--- src/common/sdram_ctrl_regs.svh ---
// Register offsets, field positions, reset values and timing counts of the SDRAM controller
// Assumes one 100 MHz clock that also clocks the external SDRAM
`ifndef SDRAM_CTRL_REGS_SVH
`define SDRAM_CTRL_REGS_SVH
`define REG_ENABLE_WIDTH 13'h1C02
`define REG_TIMING 13'h1C04
`define REG_POWER 13'h1C06
`define RST_ENABLE_WIDTH 16'h0002
`define RST_TIMING 16'h7AAF
`define RST_POWER 16'hC010
`define BIT_ENABLE 0
`define BIT_INIT_DONE 7
`define F_WIDTH 2:1
`define F_TRAS 15:12
`define F_TRFC 11:8
`define F_WRITE_RECOVERY_TIME 7:6
`define F_PRECHARGE_PERIOD 5:4
`define F_TRCD 3:2
`define F_CL 1:0
`define BIT_DYN_CKE 14
`define BIT_AUTO_PRE 3
`define F_SIZE 2:1
`define WIDTH_32 2'h2
`define CLK_PERIOD_NS 10
`define INIT_WAIT_NS 100000
`define REFRESH_PERIOD_NS 7800
`define REFRESH_CYCLES (`REFRESH_PERIOD_NS / `CLK_PERIOD_NS)
`define INIT_REFRESHES 2'h2
`define MRS_WAIT 5'h02
`define CMD_MRS 4'h0
`define CMD_REF 4'h1
`define CMD_PRE 4'h2
`define CMD_ACT 4'h3
`define CMD_WRITE 4'h4
`define CMD_READ 4'h5
`define CMD_NOP 4'h7
`endif

--- src/common/sdram_ctrl_pkg.sv ---
// Types shared by the SDRAM controller modules
// Assumes sdram_ctrl_regs.svh for all numeric constants
package sdram_ctrl_pkg;
    typedef enum logic [9:0] {
        ST_OFF = 10'h001,
        ST_INIT_PRE = 10'h002,
        ST_INIT_REF = 10'h004,
        ST_INIT_MRS = 10'h008,
        ST_IDLE = 10'h010,
        ST_RW = 10'h020,
        ST_CAP = 10'h040,
        ST_CLOSE = 10'h080,
        ST_WAIT = 10'h100,
        ST_SPARE = 10'h200
    } state_t;
    typedef logic [3:0] cmd_t;
    typedef logic [4:0] cycles_t;
endpackage : sdram_ctrl_pkg

--- src/common/sdram_timing_if.sv ---
// Decoded timing counts passed from the field decoder to the controller
// Assumes both ends run on the same clock
`timescale 1ns/10ps
interface sdram_timing_if;
    sdram_ctrl_pkg::cycles_t tras;
    sdram_ctrl_pkg::cycles_t trfc;
    sdram_ctrl_pkg::cycles_t write_recovery_time;
    sdram_ctrl_pkg::cycles_t precharge_period;
    sdram_ctrl_pkg::cycles_t trcd;
    sdram_ctrl_pkg::cycles_t cl;
    logic [3:0] col_bits;
    logic bus32;
    modport source (output tras, trfc, write_recovery_time, precharge_period, trcd, cl, col_bits, bus32);
    modport sink (input tras, trfc, write_recovery_time, precharge_period, trcd, cl, col_bits, bus32);
endinterface : sdram_timing_if

--- src/rtl/sdram_timing_decode.sv ---
// Turns the configuration fields into clock counts and address layout
// Assumes register values are stable while the controller uses them
`timescale 1ns/10ps
`include "sdram_ctrl_regs.svh"
module sdram_timing_decode (
    input wire logic [15:0] timing,
    input wire logic [15:0] power,
    input wire logic [1:0] width,
    sdram_timing_if.source t
);
    // ****************************************
    // Field decode
    // ****************************************
    // Reserved codes fall back to the slowest setting
    assign t.tras = {1'b0, timing[`F_TRAS]} + 5'h01;
    assign t.trfc = (timing[`F_TRFC] < 4'h2) ? 5'h10 : {1'b0, timing[`F_TRFC]} + 5'h01;
    assign t.write_recovery_time = (timing[`F_WRITE_RECOVERY_TIME] == 2'h0) ? 5'h04 :
        {3'h0, timing[`F_WRITE_RECOVERY_TIME]} + 5'h01;
    assign t.precharge_period = (timing[`F_PRECHARGE_PERIOD] == 2'h0) ? 5'h04 :
        {3'h0, timing[`F_PRECHARGE_PERIOD]} + 5'h01;
    assign t.trcd = (timing[`F_TRCD] == 2'h2) ? 5'h02 : 5'h03;
    assign t.cl = (timing[`F_CL] == 2'h2) ? 5'h02 : 5'h03;
    assign t.bus32 = (width == `WIDTH_32);
    always_comb
    begin
        case ({t.bus32, power[`F_SIZE]})
            3'h0: t.col_bits = 4'h9;
            3'h1: t.col_bits = 4'h9;
            3'h2: t.col_bits = 4'hA;
            3'h3: t.col_bits = 4'h8;
            3'h4: t.col_bits = 4'h8;
            3'h5: t.col_bits = 4'h9;
            3'h6: t.col_bits = 4'h9;
            default: t.col_bits = 4'h8;
        endcase
    end
endmodule : sdram_timing_decode

--- src/rtl/sdram_wait_timer.sv ---
// Down counter that spaces SDRAM commands
// Assumes load and value come from logic on the same clock
`timescale 1ns/10ps
module sdram_wait_timer (
    input wire logic clk,
    input wire logic reset,
    input wire logic load,
    input wire logic [14:0] value,
    output logic zero
);
    logic [14:0] count;
    always_ff @(posedge clk)
    begin
        if (reset)
            count <= 15'h0000;
        else if (load)
            count <= value;
        else if (count != 15'h0000)
            count <= count - 15'h0001;
    end
    assign zero = (count == 15'h0000);
endmodule : sdram_wait_timer

--- src/rtl/sdram_ctrl.sv ---
// SDRAM configuration registers, initialization, refresh and single-word access
// Assumes the SDRAM is clocked by clk; one row kept open at a time
`timescale 1ns/10ps
`include "sdram_ctrl_regs.svh"
module sdram_ctrl #(
    parameter logic [14:0] INIT_WAIT_CYCLES = 15'(`INIT_WAIT_NS / `CLK_PERIOD_NS)
) (
    input wire logic clk,
    input wire logic reset,
    input wire logic [12:0] reg_addr,
    input wire logic [15:0] reg_wdata,
    input wire logic reg_wr,
    input wire logic reg_rd,
    output logic [15:0] reg_rdata,
    input wire logic req,
    input wire logic req_we,
    input wire logic [23:0] req_addr,
    input wire logic [31:0] req_wdata,
    output logic req_ack,
    output logic [31:0] req_rdata,
    output logic mem_ready,
    output logic sdram_clock_enable_out,
    output logic sdram_cs_n,
    output logic sdram_ras_n,
    output logic sdram_cas_n,
    output logic sdram_we_n,
    output logic [1:0] sdram_ba,
    output logic [12:0] sdram_addr,
    output logic [31:0] sdram_dq_out,
    output logic [1:0] sdram_dq_oe,
    input wire logic [31:0] sdram_dq_in
);
    localparam logic [9:0] REFRESH_CYCLES = 10'(`REFRESH_CYCLES);

    // ****************************************
    // Declarations
    // ****************************************
    logic enable;
    logic [1:0] width;
    logic init_done;
    logic [15:0] timing;
    logic [15:0] power;
    sdram_ctrl_pkg::state_t state;
    sdram_ctrl_pkg::state_t ret_state;
    sdram_ctrl_pkg::state_t next_state;
    sdram_ctrl_pkg::state_t next_ret;
    sdram_ctrl_pkg::cmd_t cmd;
    sdram_ctrl_pkg::cmd_t next_cmd;
    logic [12:0] next_addr;
    logic [1:0] next_ba;
    logic load;
    logic [14:0] load_val;
    logic timer_zero;
    logic [1:0] ref_left;
    logic [9:0] refresh_count;
    logic refresh_due;
    logic row_open;
    logic [12:0] open_row;
    logic [1:0] open_bank;
    logic [4:0] ras_count;
    logic [4:0] wr_count;
    logic ras_ok;
    logic wr_ok;
    logic [31:0] dq_meta;
    logic [31:0] dq_sync;
    logic [23:0] col_mask;
    logic [12:0] req_col;
    logic [1:0] req_bank;
    logic [12:0] req_row;
    logic pending;
    logic work;
    logic auto_pre;
    logic dyn_cke;

    sdram_timing_if t ();

    sdram_timing_decode u_decode (
        .timing(timing),
        .power(power),
        .width(width),
        .t(t.source)
    );

    sdram_wait_timer u_timer (
        .clk(clk),
        .reset(reset),
        .load(load),
        .value(load_val),
        .zero(timer_zero)
    );

    // ****************************************
    // Register port
    // ****************************************
    always_ff @(posedge clk)
    begin
        if (reset)
        begin
            enable <= 1'b0;
            width <= 2'(`RST_ENABLE_WIDTH >> 1);
            timing <= `RST_TIMING;
            power <= `RST_POWER;
        end
        else if (reg_wr)
        begin
            case (reg_addr)
                `REG_ENABLE_WIDTH:
                begin
                    enable <= reg_wdata[`BIT_ENABLE];
                    width <= reg_wdata[`F_WIDTH];
                end
                `REG_TIMING: timing <= reg_wdata;
                `REG_POWER: power <= reg_wdata;
                default: ;
            endcase
        end
    end

    always_ff @(posedge clk)
    begin
        if (reset)
            reg_rdata <= 16'h0000;
        else if (reg_rd)
        begin
            case (reg_addr)
                `REG_ENABLE_WIDTH: reg_rdata <= {8'h00, init_done, 4'h0, width, enable};
                `REG_TIMING: reg_rdata <= timing;
                `REG_POWER: reg_rdata <= power;
                default: reg_rdata <= 16'h0000;
            endcase
        end
        else
            reg_rdata <= 16'h0000;
    end

    assign auto_pre = power[`BIT_AUTO_PRE];
    assign dyn_cke = power[`BIT_DYN_CKE];

    // ****************************************
    // Address split
    // ****************************************
    // Column width moves with size and bus width, so rows follow the column field
    assign col_mask = ~(24'hFFFFFF << t.col_bits);
    assign req_col = 13'(req_addr & col_mask);
    assign req_bank = 2'(req_addr >> t.col_bits);
    assign req_row = 13'(req_addr >> (t.col_bits + 4'h2));

    // Ack blocks its own cycle, while the master still holds req
    assign pending = req && !req_ack && enable && init_done;
    assign work = refresh_due || pending || !enable;
    assign ras_ok = ras_count >= t.tras - 5'h01;
    assign wr_ok = wr_count >= t.write_recovery_time - 5'h01;

    // ****************************************
    // Command sequencing
    // ****************************************
    always_comb
    begin
        next_state = state;
        next_ret = ret_state;
        next_cmd = `CMD_NOP;
        next_addr = sdram_addr;
        next_ba = sdram_ba;
        load = 1'b0;
        load_val = 15'h0000;
        case (state)
            sdram_ctrl_pkg::ST_OFF:
            begin
                if (enable && init_done)
                    next_state = sdram_ctrl_pkg::ST_IDLE;
                else if (enable)
                begin
                    next_state = sdram_ctrl_pkg::ST_WAIT;
                    next_ret = sdram_ctrl_pkg::ST_INIT_PRE;
                    load = 1'b1;
                    load_val = INIT_WAIT_CYCLES - 15'h0002;
                end
            end
            sdram_ctrl_pkg::ST_INIT_PRE:
            begin
                next_cmd = `CMD_PRE;
                next_addr = 13'h0400;
                next_state = sdram_ctrl_pkg::ST_WAIT;
                next_ret = sdram_ctrl_pkg::ST_INIT_REF;
                load = 1'b1;
                load_val = 15'(t.precharge_period) - 15'h0002;
            end
            sdram_ctrl_pkg::ST_INIT_REF:
            begin
                next_cmd = `CMD_REF;
                next_state = sdram_ctrl_pkg::ST_WAIT;
                next_ret = (ref_left == 2'h1) ? sdram_ctrl_pkg::ST_INIT_MRS : sdram_ctrl_pkg::ST_INIT_REF;
                load = 1'b1;
                load_val = 15'(t.trfc) - 15'h0002;
            end
            sdram_ctrl_pkg::ST_INIT_MRS:
            begin
                // Burst of one, sequential, latency from the field
                next_cmd = `CMD_MRS;
                next_addr = {6'h00, t.cl[2:0], 4'h0};
                next_ba = 2'h0;
                next_state = sdram_ctrl_pkg::ST_WAIT;
                next_ret = sdram_ctrl_pkg::ST_IDLE;
                load = 1'b1;
                load_val = 15'(`MRS_WAIT) - 15'h0002;
            end
            sdram_ctrl_pkg::ST_IDLE:
            begin
                if (!enable)
                    next_state = row_open ? sdram_ctrl_pkg::ST_CLOSE : sdram_ctrl_pkg::ST_OFF;
                else if (!sdram_clock_enable_out)
                    next_state = sdram_ctrl_pkg::ST_IDLE;
                else if (refresh_due)
                begin
                    if (row_open)
                        next_state = sdram_ctrl_pkg::ST_CLOSE;
                    else
                    begin
                        next_cmd = `CMD_REF;
                        next_state = sdram_ctrl_pkg::ST_WAIT;
                        next_ret = sdram_ctrl_pkg::ST_IDLE;
                        load = 1'b1;
                        load_val = 15'(t.trfc) - 15'h0002;
                    end
                end
                else if (pending)
                begin
                    if (row_open && open_row == req_row && open_bank == req_bank)
                        next_state = sdram_ctrl_pkg::ST_RW;
                    else if (row_open)
                        next_state = sdram_ctrl_pkg::ST_CLOSE;
                    else
                    begin
                        next_cmd = `CMD_ACT;
                        next_addr = req_row;
                        next_ba = req_bank;
                        next_state = sdram_ctrl_pkg::ST_WAIT;
                        next_ret = sdram_ctrl_pkg::ST_RW;
                        load = 1'b1;
                        load_val = 15'(t.trcd) - 15'h0002;
                    end
                end
            end
            sdram_ctrl_pkg::ST_RW:
            begin
                next_cmd = req_we ? `CMD_WRITE : `CMD_READ;
                next_addr = req_col | {2'h0, auto_pre, 10'h000};
                next_ba = req_bank;
                if (req_we)
                    next_state = auto_pre ? sdram_ctrl_pkg::ST_CLOSE : sdram_ctrl_pkg::ST_IDLE;
                else
                begin
                    // Two extra cycles cover the input synchroniser
                    next_state = sdram_ctrl_pkg::ST_WAIT;
                    next_ret = sdram_ctrl_pkg::ST_CAP;
                    load = 1'b1;
                    load_val = 15'(t.cl) + 15'h0001;
                end
            end
            sdram_ctrl_pkg::ST_CAP:
                next_state = auto_pre ? sdram_ctrl_pkg::ST_CLOSE : sdram_ctrl_pkg::ST_IDLE;
            sdram_ctrl_pkg::ST_CLOSE:
            begin
                // Longest of active time and write recovery governs the close
                if (ras_ok && wr_ok)
                begin
                    if (row_open)
                    begin
                        next_cmd = `CMD_PRE;
                        next_addr = 13'h0000;
                        next_ba = open_bank;
                    end
                    next_state = sdram_ctrl_pkg::ST_WAIT;
                    next_ret = sdram_ctrl_pkg::ST_IDLE;
                    load = 1'b1;
                    load_val = 15'(t.precharge_period) - 15'h0002;
                end
            end
            sdram_ctrl_pkg::ST_WAIT:
            begin
                if (timer_zero)
                    next_state = ret_state;
            end
            default: next_state = sdram_ctrl_pkg::ST_OFF;
        endcase
    end

    always_ff @(posedge clk)
    begin
        if (reset)
        begin
            state <= sdram_ctrl_pkg::ST_OFF;
            ret_state <= sdram_ctrl_pkg::ST_IDLE;
            cmd <= `CMD_NOP;
            sdram_addr <= 13'h0000;
            sdram_ba <= 2'h0;
        end
        else
        begin
            state <= next_state;
            ret_state <= next_ret;
            cmd <= next_cmd;
            sdram_addr <= next_addr;
            sdram_ba <= next_ba;
        end
    end

    assign sdram_cs_n = cmd[3];
    assign sdram_ras_n = cmd[2];
    assign sdram_cas_n = cmd[1];
    assign sdram_we_n = cmd[0];

    // ****************************************
    // Initialization status
    // ****************************************
    always_ff @(posedge clk)
    begin
        if (reset)
            ref_left <= `INIT_REFRESHES;
        else if (state == sdram_ctrl_pkg::ST_INIT_PRE)
            ref_left <= `INIT_REFRESHES;
        else if (state == sdram_ctrl_pkg::ST_INIT_REF)
            ref_left <= ref_left - 2'h1;
    end

    // Idle is reached only once initialization has finished
    always_ff @(posedge clk)
    begin
        if (reset)
            init_done <= 1'b0;
        else if (next_state == sdram_ctrl_pkg::ST_IDLE)
            init_done <= 1'b1;
    end

    always_ff @(posedge clk)
    begin
        if (reset)
            mem_ready <= 1'b0;
        else
            mem_ready <= enable && init_done;
    end

    // ****************************************
    // Refresh timing
    // ****************************************
    always_ff @(posedge clk)
    begin
        if (reset || !init_done)
            refresh_count <= REFRESH_CYCLES;
        else if (refresh_count == 10'h000)
            refresh_count <= REFRESH_CYCLES;
        else
            refresh_count <= refresh_count - 10'h001;
    end

    // A new tick wins over the clear
    always_ff @(posedge clk)
    begin
        if (reset)
            refresh_due <= 1'b0;
        else
            refresh_due <= (refresh_due && !(next_cmd == `CMD_REF && init_done)) ||
                           (init_done && refresh_count == 10'h000);
    end

    // ****************************************
    // Open row and bank timing
    // ****************************************
    always_ff @(posedge clk)
    begin
        if (reset)
        begin
            row_open <= 1'b0;
            open_row <= 13'h0000;
            open_bank <= 2'h0;
        end
        else if (next_cmd == `CMD_ACT)
        begin
            row_open <= 1'b1;
            open_row <= next_addr;
            open_bank <= next_ba;
        end
        else if (next_cmd == `CMD_PRE)
            row_open <= 1'b0;
        else if ((next_cmd == `CMD_READ || next_cmd == `CMD_WRITE) && auto_pre)
            row_open <= 1'b0;
    end

    always_ff @(posedge clk)
    begin
        if (reset)
            ras_count <= 5'h1F;
        else if (next_cmd == `CMD_ACT)
            ras_count <= 5'h00;
        else if (ras_count != 5'h1F)
            ras_count <= ras_count + 5'h01;
    end

    always_ff @(posedge clk)
    begin
        if (reset)
            wr_count <= 5'h1F;
        else if (next_cmd == `CMD_WRITE)
            wr_count <= 5'h00;
        else if (wr_count != 5'h1F)
            wr_count <= wr_count + 5'h01;
    end

    // ****************************************
    // Data path
    // ****************************************
    always_ff @(posedge clk)
    begin
        if (reset)
        begin
            dq_meta <= 32'h00000000;
            dq_sync <= 32'h00000000;
        end
        else
        begin
            dq_meta <= sdram_dq_in;
            dq_sync <= dq_meta;
        end
    end

    always_ff @(posedge clk)
    begin
        if (reset)
        begin
            sdram_dq_out <= 32'h00000000;
            sdram_dq_oe <= 2'h0;
        end
        else if (next_cmd == `CMD_WRITE)
        begin
            sdram_dq_out <= req_wdata;
            sdram_dq_oe <= {t.bus32, 1'b1};
        end
        else
            sdram_dq_oe <= 2'h0;
    end

    always_ff @(posedge clk)
    begin
        if (reset)
        begin
            req_ack <= 1'b0;
            req_rdata <= 32'h00000000;
        end
        else
        begin
            req_ack <= next_cmd == `CMD_WRITE || state == sdram_ctrl_pkg::ST_CAP;
            if (state == sdram_ctrl_pkg::ST_CAP)
                req_rdata <= t.bus32 ? dq_sync : {16'h0000, dq_sync[15:0]};
        end
    end

    // ****************************************
    // Clock enable
    // ****************************************
    // Dropping it in idle saves power but costs one wake cycle per request
    always_ff @(posedge clk)
    begin
        if (reset)
            sdram_clock_enable_out <= 1'b0;
        else if (!dyn_cke)
            sdram_clock_enable_out <= 1'b1;
        else if (state == sdram_ctrl_pkg::ST_OFF && next_state == sdram_ctrl_pkg::ST_OFF)
            sdram_clock_enable_out <= 1'b0;
        else if (state == sdram_ctrl_pkg::ST_IDLE && next_state == sdram_ctrl_pkg::ST_IDLE && !work)
            sdram_clock_enable_out <= 1'b0;
        else
            sdram_clock_enable_out <= 1'b1;
    end
endmodule : sdram_ctrl

--- config.mk ---
export PLATFORM = sky130hd
export DESIGN_NAME = sdram_ctrl
export DESIGN_NICKNAME = d
export VERILOG_FILES = /design/src/common/sdram_ctrl_pkg.sv /design/src/common/sdram_timing_if.sv /design/src/rtl/sdram_timing_decode.sv /design/src/rtl/sdram_wait_timer.sv /design/src/rtl/sdram_ctrl.sv
export VERILOG_INCLUDE_DIRS = /design/src /design/src/common
export SDC_FILE = /design/constraint.sdc
export NUM_CORES = 1
export LEC_CHECK = 0
export BUFFER_PORTS_ARGS = -buffer_cell sky130_fd_sc_hd__buf_2
export CORE_MARGIN = 4
export CORE_UTILIZATION = 57
export CTS_CLUSTER_SIZE = 24
export DETAILED_ROUTE_END_ITERATION = 12
export HOLD_SLACK_MARGIN = 0.02
export PLACE_DENSITY = 0.81
export SYNTH_ARGS = -nofsm -noshare
export SYNTH_HDL_FRONTEND = slang
export SYNTH_HIERARCHICAL = 1
export SYNTH_SLANG_ARGS = --single-unit
--- constraint.sdc ---
create_clock -name clk -period 4.3 [get_ports clk]
set_clock_uncertainty 0.15 [all_clocks]
set_input_delay 0.645 -clock clk [delete_from_list [all_inputs] [get_ports clk]]
set_output_delay 0.645 -clock clk [all_outputs]
set_load 0.02 [all_outputs]
==> metrics.yaml, run 1 <==
status:
  status: "completed"
routing:
  initialDrtViolationCount: 1096
  drtPass1Iterations: 6
  wl_microns: 36010
  detail_route.vias_per_cell: 5.868
  antenna_left: 0
  wl_per_cell_microns: 18.14
  drc: 0
  vias: 11650
finish:
  fin_nets: 1829
  layout_common_cells: "dfxtp_1 (273), nand2_1 (262), buf_2 (224), a21oi_1 (127), nor2_1 (80)"
  area_delta_synth_final_pct: 16.85
  final_common_cell: "dfxtp_1"
  n_fill_cell: 1879
  final_layout_size_suffix_gt1_share_pct: 22.03
clock_tree:
  cts.sinks: 273
  clockRootBuffer: "clkbuf_16"
  post_cts_buffers: 0
  clk_path_buf_depth: 3
  clk_pin_slew_ns: 0.06
  cts_tree: "built"
  clk_latency_ns: 0.55
  cts_buffers: 28
  cts_hold_buf: 0
  h-tree-depth: 1
  cts_resized: 0
worst_setup_path:
  worstPathMaxFanout: 11
  startpoint_type: "flip-flop"
  path_class: "flip-flop to flip-flop"
  worstSetupEndpointType: "flip-flop"
  r2r_cells: 15
  cp.arrival_ns: 4.20
  crit_required_ns: 4.64
yosys:
  ys_top_cells_by_area: "dfxtp_1 (41%), nand2_1 (7.4%), mux4_2 (5.6%)"
  synth_top_area_cell: "dfxtp_1"
  synth_seq_cells: 273
  yosysUniqueCellTypes: 81
  synth_area_sq_um: 13200
  postSynthCellCount: 1491
  synth_ff_type: "dfxtp_1"
  yosysSeqAreaShare_pct: 41.40
  syn_area_per_cell_sq_um: 8.854
  yosys.area.top_type_share_pct: 41.40
  async_flop_share_pct: 0
  synth_edf_count: 0
  ys_warn_count: 6
global_route:
  grt_pass1_vias: 11180
  grt.total_usage_pct: 26.75
  grt_max_degree: 127
  grt-ovfl-total: 0
  grt_antenna_before_repair: 2
  grt_pass1_wl_microns: 57430
sta:
  fin_ws_ns: 0.4346
  holdWs_ns: 0.1491
  relSlewSlack_pct: 41.93
  setup_viol: 0
  slew_violations: 0
  rsz0062_at_grt: "no"
  tns_ns: 0
  period_share_pct: 89.89
  hold_viol: 0
  tightest_slew_ns: 0.8645
  max_freq_ghz: 0.2587
  period_needed_ns: 3.865
floorplan:
  dieArea_sq_um: 25660
  initial_core_util_pct: 58.13
  fp-row-count: 55
  core_sq_um: 22710
  die_x_microns: 160.2
  ios: 227
  fp.dieH_microns: 160.2
run:
  maxCapViolations: 0
power_and_ir_drop:
  p_leak_nw: 6.267
  pwr-share-seq_pct: 43.5
  max-vdd-ir-drop_mv: 0.4737
  p_sw_mw: 1.678
  power.density_nw_per_um2: 410.1
  combPwrFrac_pct: 16.1
  p_sw_share_pct: 26.53
  p_clk_share_pct: 40.4
  p_int_mw: 4.648
placement:
  dp_hpwl_microns: 25360
  routabilityCongestion: 0.9988
  place_ws_ns: 0.3144
  portBuffers: 225
worst_hold_path:
  hold_depth: 2
  hp-class: "input pin to flip-flop"
final cells by class:
type / instances / area [sq um] / share of cell area [%]
clock buffer: 40 / 825.8 / 5.353
tap: 285 / 356.6 / 2.312
timing repair buffer: 248 / 1318 / 8.541
clock inverter: 12 / 172.7 / 1.119
multi-input combinational: 1082 / 7122 / 46.17
inverter: 43 / 161.4 / 1.046
antenna: 2 / 5.005 / 0.03244
sequential: 273 / 5465 / 35.43
cells in the mapped netlist (8+ instances only):
| master | number |
|---|---|
| nor2_1 | 81 |
| nand2_1 | 262 |
| a31oi_1 | 9 |
| nor4_1 | 8 |
| o2bb2ai_1 | 9 |
| xor2_1 | 20 |
| o21ai_2 | 10 |
| a21o_1 | 8 |
| inv_1 | 39 |
| nor2b_1 | 71 |
| clkbuf_1 | 69 |
| a22oi_1 | 16 |
| and3_1 | 12 |
| nor3_1 | 29 |
| o21ai_1 | 11 |
| buf_2 | 11 |
| o21ai_0 | 24 |
| a21oi_1 | 127 |
| mux4_2 | 33 |
| buf_4 | 15 |
| nand3_1 | 53 |
| xnor2_1 | 40 |
| mux2_2 | 8 |
| ha_1 | 30 |
| mux2i_1 | 35 |
| o211ai_1 | 10 |
| dfxtp_1 | 273 |
| a211oi_1 | 8 |
| nand2b_1 | 20 |
| and2_1 | 9 |
final timing paths:
path / startpoint / end / slack [ns]
max: timing[6]$_SDFFE_PP0P_ / u_timer/count[10]$_SDFFE_PP0P_ / 0.43
min: sdram_dq_in[0] / dq_meta[0]$_SDFF_PP0_ / 0.15
max reg2reg: timing[6]$_SDFFE_PP0P_ / u_timer/count[10]$_SDFFE_PP0P_ / 0.43
min reg2reg: dq_meta[12]$_SDFF_PP0_ / dq_sync[12]$_SDFF_PP0_ / 0.28
critical path, stage by stage, from the launching register on:
cell and delay (ns):
dfxtp_1 0.35, inv_1 0.05, ha_1 0.35, inv_1 0.07, inv_1 0.05, ha_1 0.17, nor3b_1 0.26, xnor2_1 0.11
ha_1 0.30, a21oi_1 0.13, o21ai_0 0.22, a31oi_2 0.50, and2_1 0.24, inv_1 0.15, or3_4 0.52, o21ai_2 0.17
sequential cells by signal, indices dropped and copies added (netlist names), 6 cells and up:
signal         cells
dq_meta           32
dq_sync           32
req_rdata         32
sdram_dq_out      32
power             16
reg_rdata         16
timing            16
u_timer/count     15
open_row          13
sdram_addr        13
refresh_count     10
state             10
ret_state          6
power groups by stage:
stage / registers (mW) / clock network, mW / logic, mW
floorplan: 2.78 / 0 / 0.814
global placement: 2.80 / 0 / 0.965
detailed placement: 2.81 / 0 / 1.00
CTS: 2.75 / 2.59 / 1.01
global route: 2.77 / 2.72 / 1.12
finish: 2.75 / 2.55 / 1.02
kinds of logic (layout without fill, tap and decap cells):
kind of cell | count (synthesis) | after routing | synth area share (%)
other | 3 | 18 | 0.08529
XOR/XNOR | 60 | 60 | 3.981
AND/OR/NAND/NOR | 608 | 608 | 22.71
adder cells (fa/ha/maj) | 30 | 30 | 2.843
AO/OA/AOI/OAI | 287 | 287 | 13.84
flip-flops | 273 | 273 | 41.40
buffers and inverters | 149 | 343 | 5.184
multiplexers | 81 | 81 | 9.961
per-layer routing:
| layer | wire [microns] | global-route usage (%) | up-vias |
|---|---|---|---|
| li1 | - | - | 5568 |
| met1 | 14610 | 34.22 | 5495 |
| met2 | 17530 | 45.47 | 478 |
| met3 | 2482 | 4.645 | 107 |
| met4 | 1387 | 10.01 | 0 |
| met5 | 0 | 0 | - |
through the flow:
step / util (%) / cell area [sq um] / cells / total power, mW
final: 67.93 / 15430 / 1985 / 6.326
after global routing: 67.93 / 15430 / 1985 / 6.611
after CTS: 67.88 / 15410 / 1983 / 6.352
after detailed placement: 63.48 / 14420 / 1931 / 3.807
after global placement: 63.48 / 14420 / 1931 / 3.768
after floorplan: - / 13250 / 1504 / 3.592
No activity file was read; power rests on OpenSTA's default activity.
==> inputs of run 2 (changes only) <==
Settings changed: ABC_AREA set to 1.
==> run 2 against run 1 <==
Synthesized area up 2.3%. Setup slack better by 0.014 ns. Hold slack worse by 0.0024 ns. Total power up 3.0%. Largest cell class unchanged. Highest routed layer unchanged.
==> metrics.yaml, run 2 <==
yosys:
  synth_ff_type: "dfxtp_1"
  async_flop_share_pct: 0  # unchanged
  yosysSeqAreaShare_pct: 40.49  # -0.91 points
  ys_top_cells_by_area: "dfxtp_1 (40%), nand2_1 (11%), nor2_1 (8.6%)"
  yosys.area.top_type_share_pct: 40.49  # -0.91 points
  ys_warn_count: 6  # unchanged
  synth_common_cells: "nand2_1 (379), nor2_1 (310), dfxtp_1 (273)"
  synth_edf_count: 0  # unchanged
  yosysUniqueCellTypes: 60  # -26%
  synth_top_area_cell: "dfxtp_1"
  synth.most_common_cell: "nand2_1"
  synth_seq_cells: 273  # unchanged
  synth_area_sq_um: 13500  # +2.3%
  postSynthCellCount: 1950  # +31%
  syn_area_per_cell_sq_um: 6.923  # -22%
global_route:
  grt_pass1_vias: 12960  # +16%
  grt_max_degree: 94  # -26%
  grt_pass1_wl_microns: 63240  # +10%
  grt-ovfl-total: 0  # unchanged
  grt.total_usage_pct: 29.01  # +2.3 points
  grt_antenna_before_repair: 0  # -2
finish:
  design_area_sq_um: 15770  # +2.2%
  fin_nets: 2299  # +26%
  layout_common_cells: "nand2_1 (379), nor2_1 (310), dfxtp_1 (273), inv_1 (260), buf_2 (224)"
  fin_util_pct: 67.39  # -0.54 points
  final_layout_size_suffix_gt1_share_pct: 17.70  # -4.3 points
  final_common_cell: "nand2_1"
  area_delta_synth_final_pct: 16.82  # about the same
  antenna_cells: 0  # -2
routing:
  initialDrtViolationCount: 906  # -17%
  wl_per_cell_microns: 15.66  # -14%
  detail_route.vias_per_cell: 5.351  # -8.8%
  vias: 13290  # +14%
  wl_microns: 38890  # +8.0%
  drc: 0  # unchanged
  antenna_left: 0  # unchanged
  drtPass1Iterations: 5  # -1
floorplan:
  fp.dieH_microns: 161.9  # +1.1%
  die_x_microns: 161.9  # +1.1%
  initial_core_util_pct: 57.68  # -0.45 points
  dieArea_sq_um: 26210  # +2.1%
  core_sq_um: 23400  # +3.1%
  fp-row-count: 56  # +1.8%
  ios: 227  # unchanged
clock_tree:
  cts_resized: 0  # unchanged
  clk_pin_slew_ns: 0.06  # about the same
  post_cts_buffers: 0  # unchanged
  clk_latency_ns: 0.55  # about the same
  h-tree-depth: 1  # unchanged
  cts_buffers: 28  # unchanged
  cts_hold_buf: 0  # unchanged
  clk_path_buf_depth: 3  # unchanged
  cts_tree: "built"
  cts.sinks: 273  # unchanged
  clockRootBuffer: "clkbuf_16"
worst_setup_path:
  startpoint_type: "flip-flop"
  path_common_cell: "inv_1"
  cp.arrival_ns: 4.12  # -0.08 ns
  cp_slowest_cell: "nand3_4"
  worstSetupEndpointType: "flip-flop"
  worstPathMaxFanout: 33  # +22
  path_cells: "inv_1, ha_1, inv_1, inv_1, ha_1, xnor2_1, ha_1, inv_1, o21bai_1, a21oi_1, o21bai_1, nand2_1, inv_1, nand2_1, nand2_1, nand2_2, inv_2, nand4_4, nand3_4, inv_2, o21ai_0, a21oi_1"
  crit_required_ns: 4.57  # -0.07 ns
  path_class: "flip-flop to flip-flop"
  crit_buf_inv: 7  # +3
  crit_path_max_incr_delay_ns: 0.40  # -0.12 ns
  worst_path_dominant_cell_family: "simple AND/OR/NAND/NOR gates"
placement:
  routabilityCongestion: 0.9591  # -4.0%
  placed_area_sq_um: 14770  # +2.5%
  dp_hpwl_microns: 28830  # +14%
  portBuffers: 225  # unchanged
power_and_ir_drop:
  p_int_mw: 4.703  # +1.2%
  total_power_mw: 6.514  # +3.0%
  p_clk_share_pct: 40.0  # -0.4 points
  max-vdd-ir-drop_mv: 0.3059  # -35%
  p_sw_mw: 1.811  # +7.9%
  p_leak_nw: 7.694  # +23%
  p_sw_share_pct: 27.80  # +1.3 points
  combPwrFrac_pct: 17.7  # +1.6 points
  pwr-share-seq_pct: 42.3  # -1.2 points
  power.density_nw_per_um2: 413.0  # +0.71%
sta:
  relSlewSlack_pct: 26.58  # -15 points
  period_needed_ns: 3.851  # -0.01414 ns
  slew_violations: 0  # unchanged
  tightest_slew_ns: 1.098  # +0.2337 ns
  max_freq_ghz: 0.2597  # +0.37%
  setup_viol: 0  # unchanged
  period_share_pct: 89.56  # -0.33 points
  tns_ns: 0  # unchanged
  hold_viol: 0  # unchanged
  holdWs_ns: 0.1467  # -0.002392 ns
  rsz0062_at_grt: "no"
run:
  maxCapViolations: 0  # unchanged
status:
  status: "completed"
worst_hold_path:
  hp-class: "input pin to flip-flop"
run 2: cell types whose count changed in the layout (fill, tap and decap cells not counted), moves of 13 or more:
cell and delta:
xnor2_1 -23, a22oi_1 -14, nand4_1 +13, nor2_1 +230
o21ai_0 +91, mux2i_1 -35, nor2b_1 -71, nand2_1 +117
inv_2 +14, nand2b_1 -20, a21oi_1 -67, inv_1 +221
nand3_1 +136, mux4_2 -33
run 2: power groups by stage:
| stage | Clock, mW | Combinational (mW) | Sequential [mW] |
|---|---|---|---|
| 3_5_place_dp | 0 | 1.12 | 2.81 |
| 5_1_grt | 2.77 | 1.31 | 2.77 |
| 3_3_place_gp | 0 | 1.08 | 2.80 |
| 6_report | 2.61 | 1.15 | 2.76 |
| 2_1_floorplan | 0 | 0.894 | 2.78 |
| 4_1_cts | 2.64 | 1.13 | 2.75 |
run 2: routing by layer:
| metal | global-route usage, % | vias to the layer above | part of all wire [%] |
|---|---|---|---|
| li1 | - | 6566 | - |
| met1 | 34.10 | 6086 | 40 |
| met2 | 51.16 | 524 | 48 |
| met3 | 6.597 | 111 | 8.3 |
| met4 | 11.92 | 0 | 4.1 |
| met5 | 0 | - | 0 |
run 2: metrics by stage:
step,std cells,setup slack [ns]
floorplan,1963,1.112
global placement,2435,0.7177
detailed placement,2435,0.5536
CTS,2483,0.5089
global route,2483,0.1982
finish,2483,0.4487
run 2: worst reg2reg max path: cells and delay by family, from the launching register on:
family	cells	cell delay, ns
DFF	1	0.34
AOI/OAI and AO/OA	5	0.59
adders and majority gates	3	0.83
buffers and inverters	7	0.72
xor gates and xnor gates	1	0.13
and+or+nand+nor	6	0.98
run 2: final timing paths:
kind / startpoint / endpoint / slack [ns] / cells past startpoint
setup / recovery: timing[6]$_SDFFE_PP0P_ / open_row[4]$_SDFFE_PP0P_ / 0.45 / 22
setup reg to reg: timing[6]$_SDFFE_PP0P_ / open_row[4]$_SDFFE_PP0P_ / 0.45 / 22
hold reg to reg: dq_meta[11]$_SDFF_PP0_ / dq_sync[11]$_SDFF_PP0_ / 0.25 / 2
hold / removal: sdram_dq_in[7] / dq_meta[7]$_SDFF_PP0_ / 0.15 / 3
run 2: area by class of cell:
cell class | count | area, sq um
fillers | 2102 | 7632
multi-input cells | 1317 | 6571
flip-flops and latches | 273 | 5465
repair buffers | 244 | 1271
inverters | 282 | 1065
clock buffers | 38 | 808.3
well taps | 319 | 399.1
clock inverters | 10 | 190.2
run 2: cell families after synthesis:
logic type	count (synthesis)	synth area share [%]
flops	273	40.49
other cells	3	0.08341
compound gates	267	11.83
xor+xnor	29	1.882
fa+ha+maj	30	2.781
buf+inv	373	11.27
simple gates	975	31.67
==> inputs of run 3 (changes only) <==
Settings changed: CORE_UTILIZATION 57 to 59, CTS_BUF_LIST set to sky130_fd_sc_hd__clkbuf_4, PLACE_DENSITY 0.81 to 0.83.
==> run 3 against run 2 <==
Sequential share of layout area down 0.74 points. Largest cell class unchanged. Highest routed layer unchanged. Critical path type unchanged. Sequential cell count stayed put. Final cell count increased by 3.5%. Register-to-register slack improved by 0.07 ns. Die area fell by 3.2%. Final area grew 2.2%. Global-route usage up 4.5 points.
==> metrics.yaml, run 3 (synthesized netlist as in run 2, its figures left out) <==
worst_setup_path:
  path_common_cell: "inv_1"
  crit_required_ns: 4.75  # +0.18 ns
  crit_path_max_incr_delay_ns: 0.36  # -0.04 ns
  startpoint_type: "flip-flop"
  worstPathMaxFanout: 27  # -18%
  path_class: "flip-flop to flip-flop"
  worst_path_dominant_cell_family: "simple AND/OR/NAND/NOR gates"
  path_cells: "inv_1, ha_1, inv_1, inv_1, ha_1, xnor2_1, ha_1, inv_1, o21bai_1, a21oi_1, o21bai_1, nand2_1, inv_1, nand2_1, nand2_1, nand2_2, inv_2, nand4_4, nand3_4, buf_4, nand3_1, nand3_1"
  cp.arrival_ns: 4.23  # +0.11 ns
  crit_buf_inv: 7  # unchanged
  worstSetupEndpointType: "flip-flop"
  cp_slowest_cell: "nand3_4"
placement:
  place_ws_ns: 0.5883  # +0.03468 ns
  placed_area_sq_um: 14730  # -0.29%
  dp_hpwl_microns: 28750  # -0.27%
  portBuffers: 225  # unchanged
  dp_cells: 2401  # -1.4%
  routabilityCongestion: 0.9596  # about the same
sta:
  setup_viol: 0  # unchanged
  relSlewSlack_pct: 33.59  # +7.0 points
  max_freq_ghz: 0.2643  # +1.8%
  hold_viol: 0  # unchanged
  period_share_pct: 88.01  # -1.6 points
  slew_violations: 0  # unchanged
  tns_ns: 0  # unchanged
  holdWs_ns: 0.04900  # -0.09773 ns
  fin_ws_ns: 0.5158  # +0.06703 ns
  rsz0062_at_grt: "no"
  period_needed_ns: 3.784  # -0.06703 ns
  tightest_slew_ns: 0.9900  # -0.1082 ns
power_and_ir_drop:
  max-vdd-ir-drop_mv: 0.2886  # -5.7%
  total_power_mw: 6.075  # -6.7%
  power.density_nw_per_um2: 377.0  # -8.7%
  p_leak_nw: 7.921  # +2.9%
worst_hold_path:
  hp-class: "input pin to flip-flop"
finish:
  fin_util_pct: 71.39  # +4.0 points
  area_delta_synth_final_pct: 19.36
  design_area_sq_um: 16110  # +2.2%
  multi_input_area_sq_um: 6571  # unchanged
  final_layout_size_suffix_gt1_share_pct: 19.30  # +1.6 points
  final_common_cell: "nand2_1"
  register_area_sq_um: 5465  # unchanged
  n_fill_cell: 1751  # -17%
  layout_common_cells: "nand2_1 (379), nor2_1 (310), dfxtp_1 (273), inv_1 (260), buf_2 (224)"
  layout.cells.non_filler: 2571  # +3.5%
  fin_nets: 2400  # +4.4%
clock_tree:
  cts_buffers: 71  # +150%
  cts_tree: "built"
  cts.sinks: 273  # unchanged
  clk_path_buf_depth: 3  # unchanged
  clockRootBuffer: "clkbuf_4"
  post_cts_buffers: 0  # unchanged
  clk_latency_ns: 0.71  # +0.16 ns
  cts_hold_buf: 58  # +58
  clk_pin_slew_ns: 0.09  # +0.03 ns
  h-tree-depth: 3  # +2
  cts_resized: 0  # unchanged
global_route:
  grt_max_degree: 89  # -5.3%
  grt.total_usage_pct: 33.49  # +4.5 points
  grt-ovfl-total: 0  # unchanged
  grt_pass1_vias: 14330  # +11%
  grt_pass1_wl_microns: 70440  # +11%
  grt_antenna_before_repair: 1  # +1
floorplan:
  initial_core_util_pct: 59.81  # +2.1 points
  core_sq_um: 22570  # -3.6%
  ios: 227  # unchanged
  die_x_microns: 159.3  # -1.6%
  dieArea_sq_um: 25360  # -3.2%
  fp.dieH_microns: 159.3  # -1.6%
  fp-row-count: 55  # -1.8%
status:
  status: "completed"
routing:
  vias: 14300  # +7.6%
  antenna_left: 0  # unchanged
  drc: 0  # unchanged
  wl_microns: 43880  # +13%
  detail_route.vias_per_cell: 5.562  # +3.9%
  initialDrtViolationCount: 1434  # +58%
  drtPass1Iterations: 6  # +1
  wl_per_cell_microns: 17.07  # +9.0%
run:
  maxCapViolations: 0  # unchanged
[run 3: cell types whose count changed in the layout (fill, tap and decap cells not counted), sizes merged]
cell,before,now
clkbuf,38,94
clkinvlp,0,1
diode,0,1
inv,279,282
clkinv,8,16
dlygate4sd3,0,58
bufinv,5,0
[run 3: area by class of cell]
class	count	share of cell area, %
tap	285	2.213
inverter	282	6.608
sequential	273	33.92
multi-input combinational	1317	40.78
clock inverter	17	0.5902
antenna	1	0.01553
timing repair buffer	302	11.49
clock buffer	94	4.380
[run 3: path summary, 6_finish.rpt]
path	start	end	slack, ns	cells after the start
min	req_wdata[2]	sdram_dq_out[2]$_SDFFE_PP0P_	0.05	3
min reg2reg	dq_meta[9]$_SDFF_PP0_	dq_sync[9]$_SDFF_PP0_	0.24	2
max reg2reg	timing[6]$_SDFFE_PP0P_	ras_count[1]$_SDFFE_PP1P_	0.52	22
max	timing[6]$_SDFFE_PP0P_	ras_count[1]$_SDFFE_PP1P_	0.52	22
[run 3: report_power, final]
group	switching (mW)	leakage (nW)	internal, mW
Sequential	0.109	2.22	2.65
Clock	1.09	0.479	1.02
Combinational	0.729	5.22	0.478
Total	1.93	7.92	4.15
[run 3: tightest hold or removal path, cell delays in order]
cell and delay, ns:
buf_2 0.09, nor2_1 0.04, nor2_1 0.11
[run 3: layer usage]
layer	part of all wire, %	vias up	wire [microns]	GRT usage, %
met2	47	764	20750	56.98
met5	0	-	0	0
met1	38	6549	16550	38.49
li1	-	6805	-	-
met4	5.5	0	2421	17.87
met3	9.5	181	4161	9.164
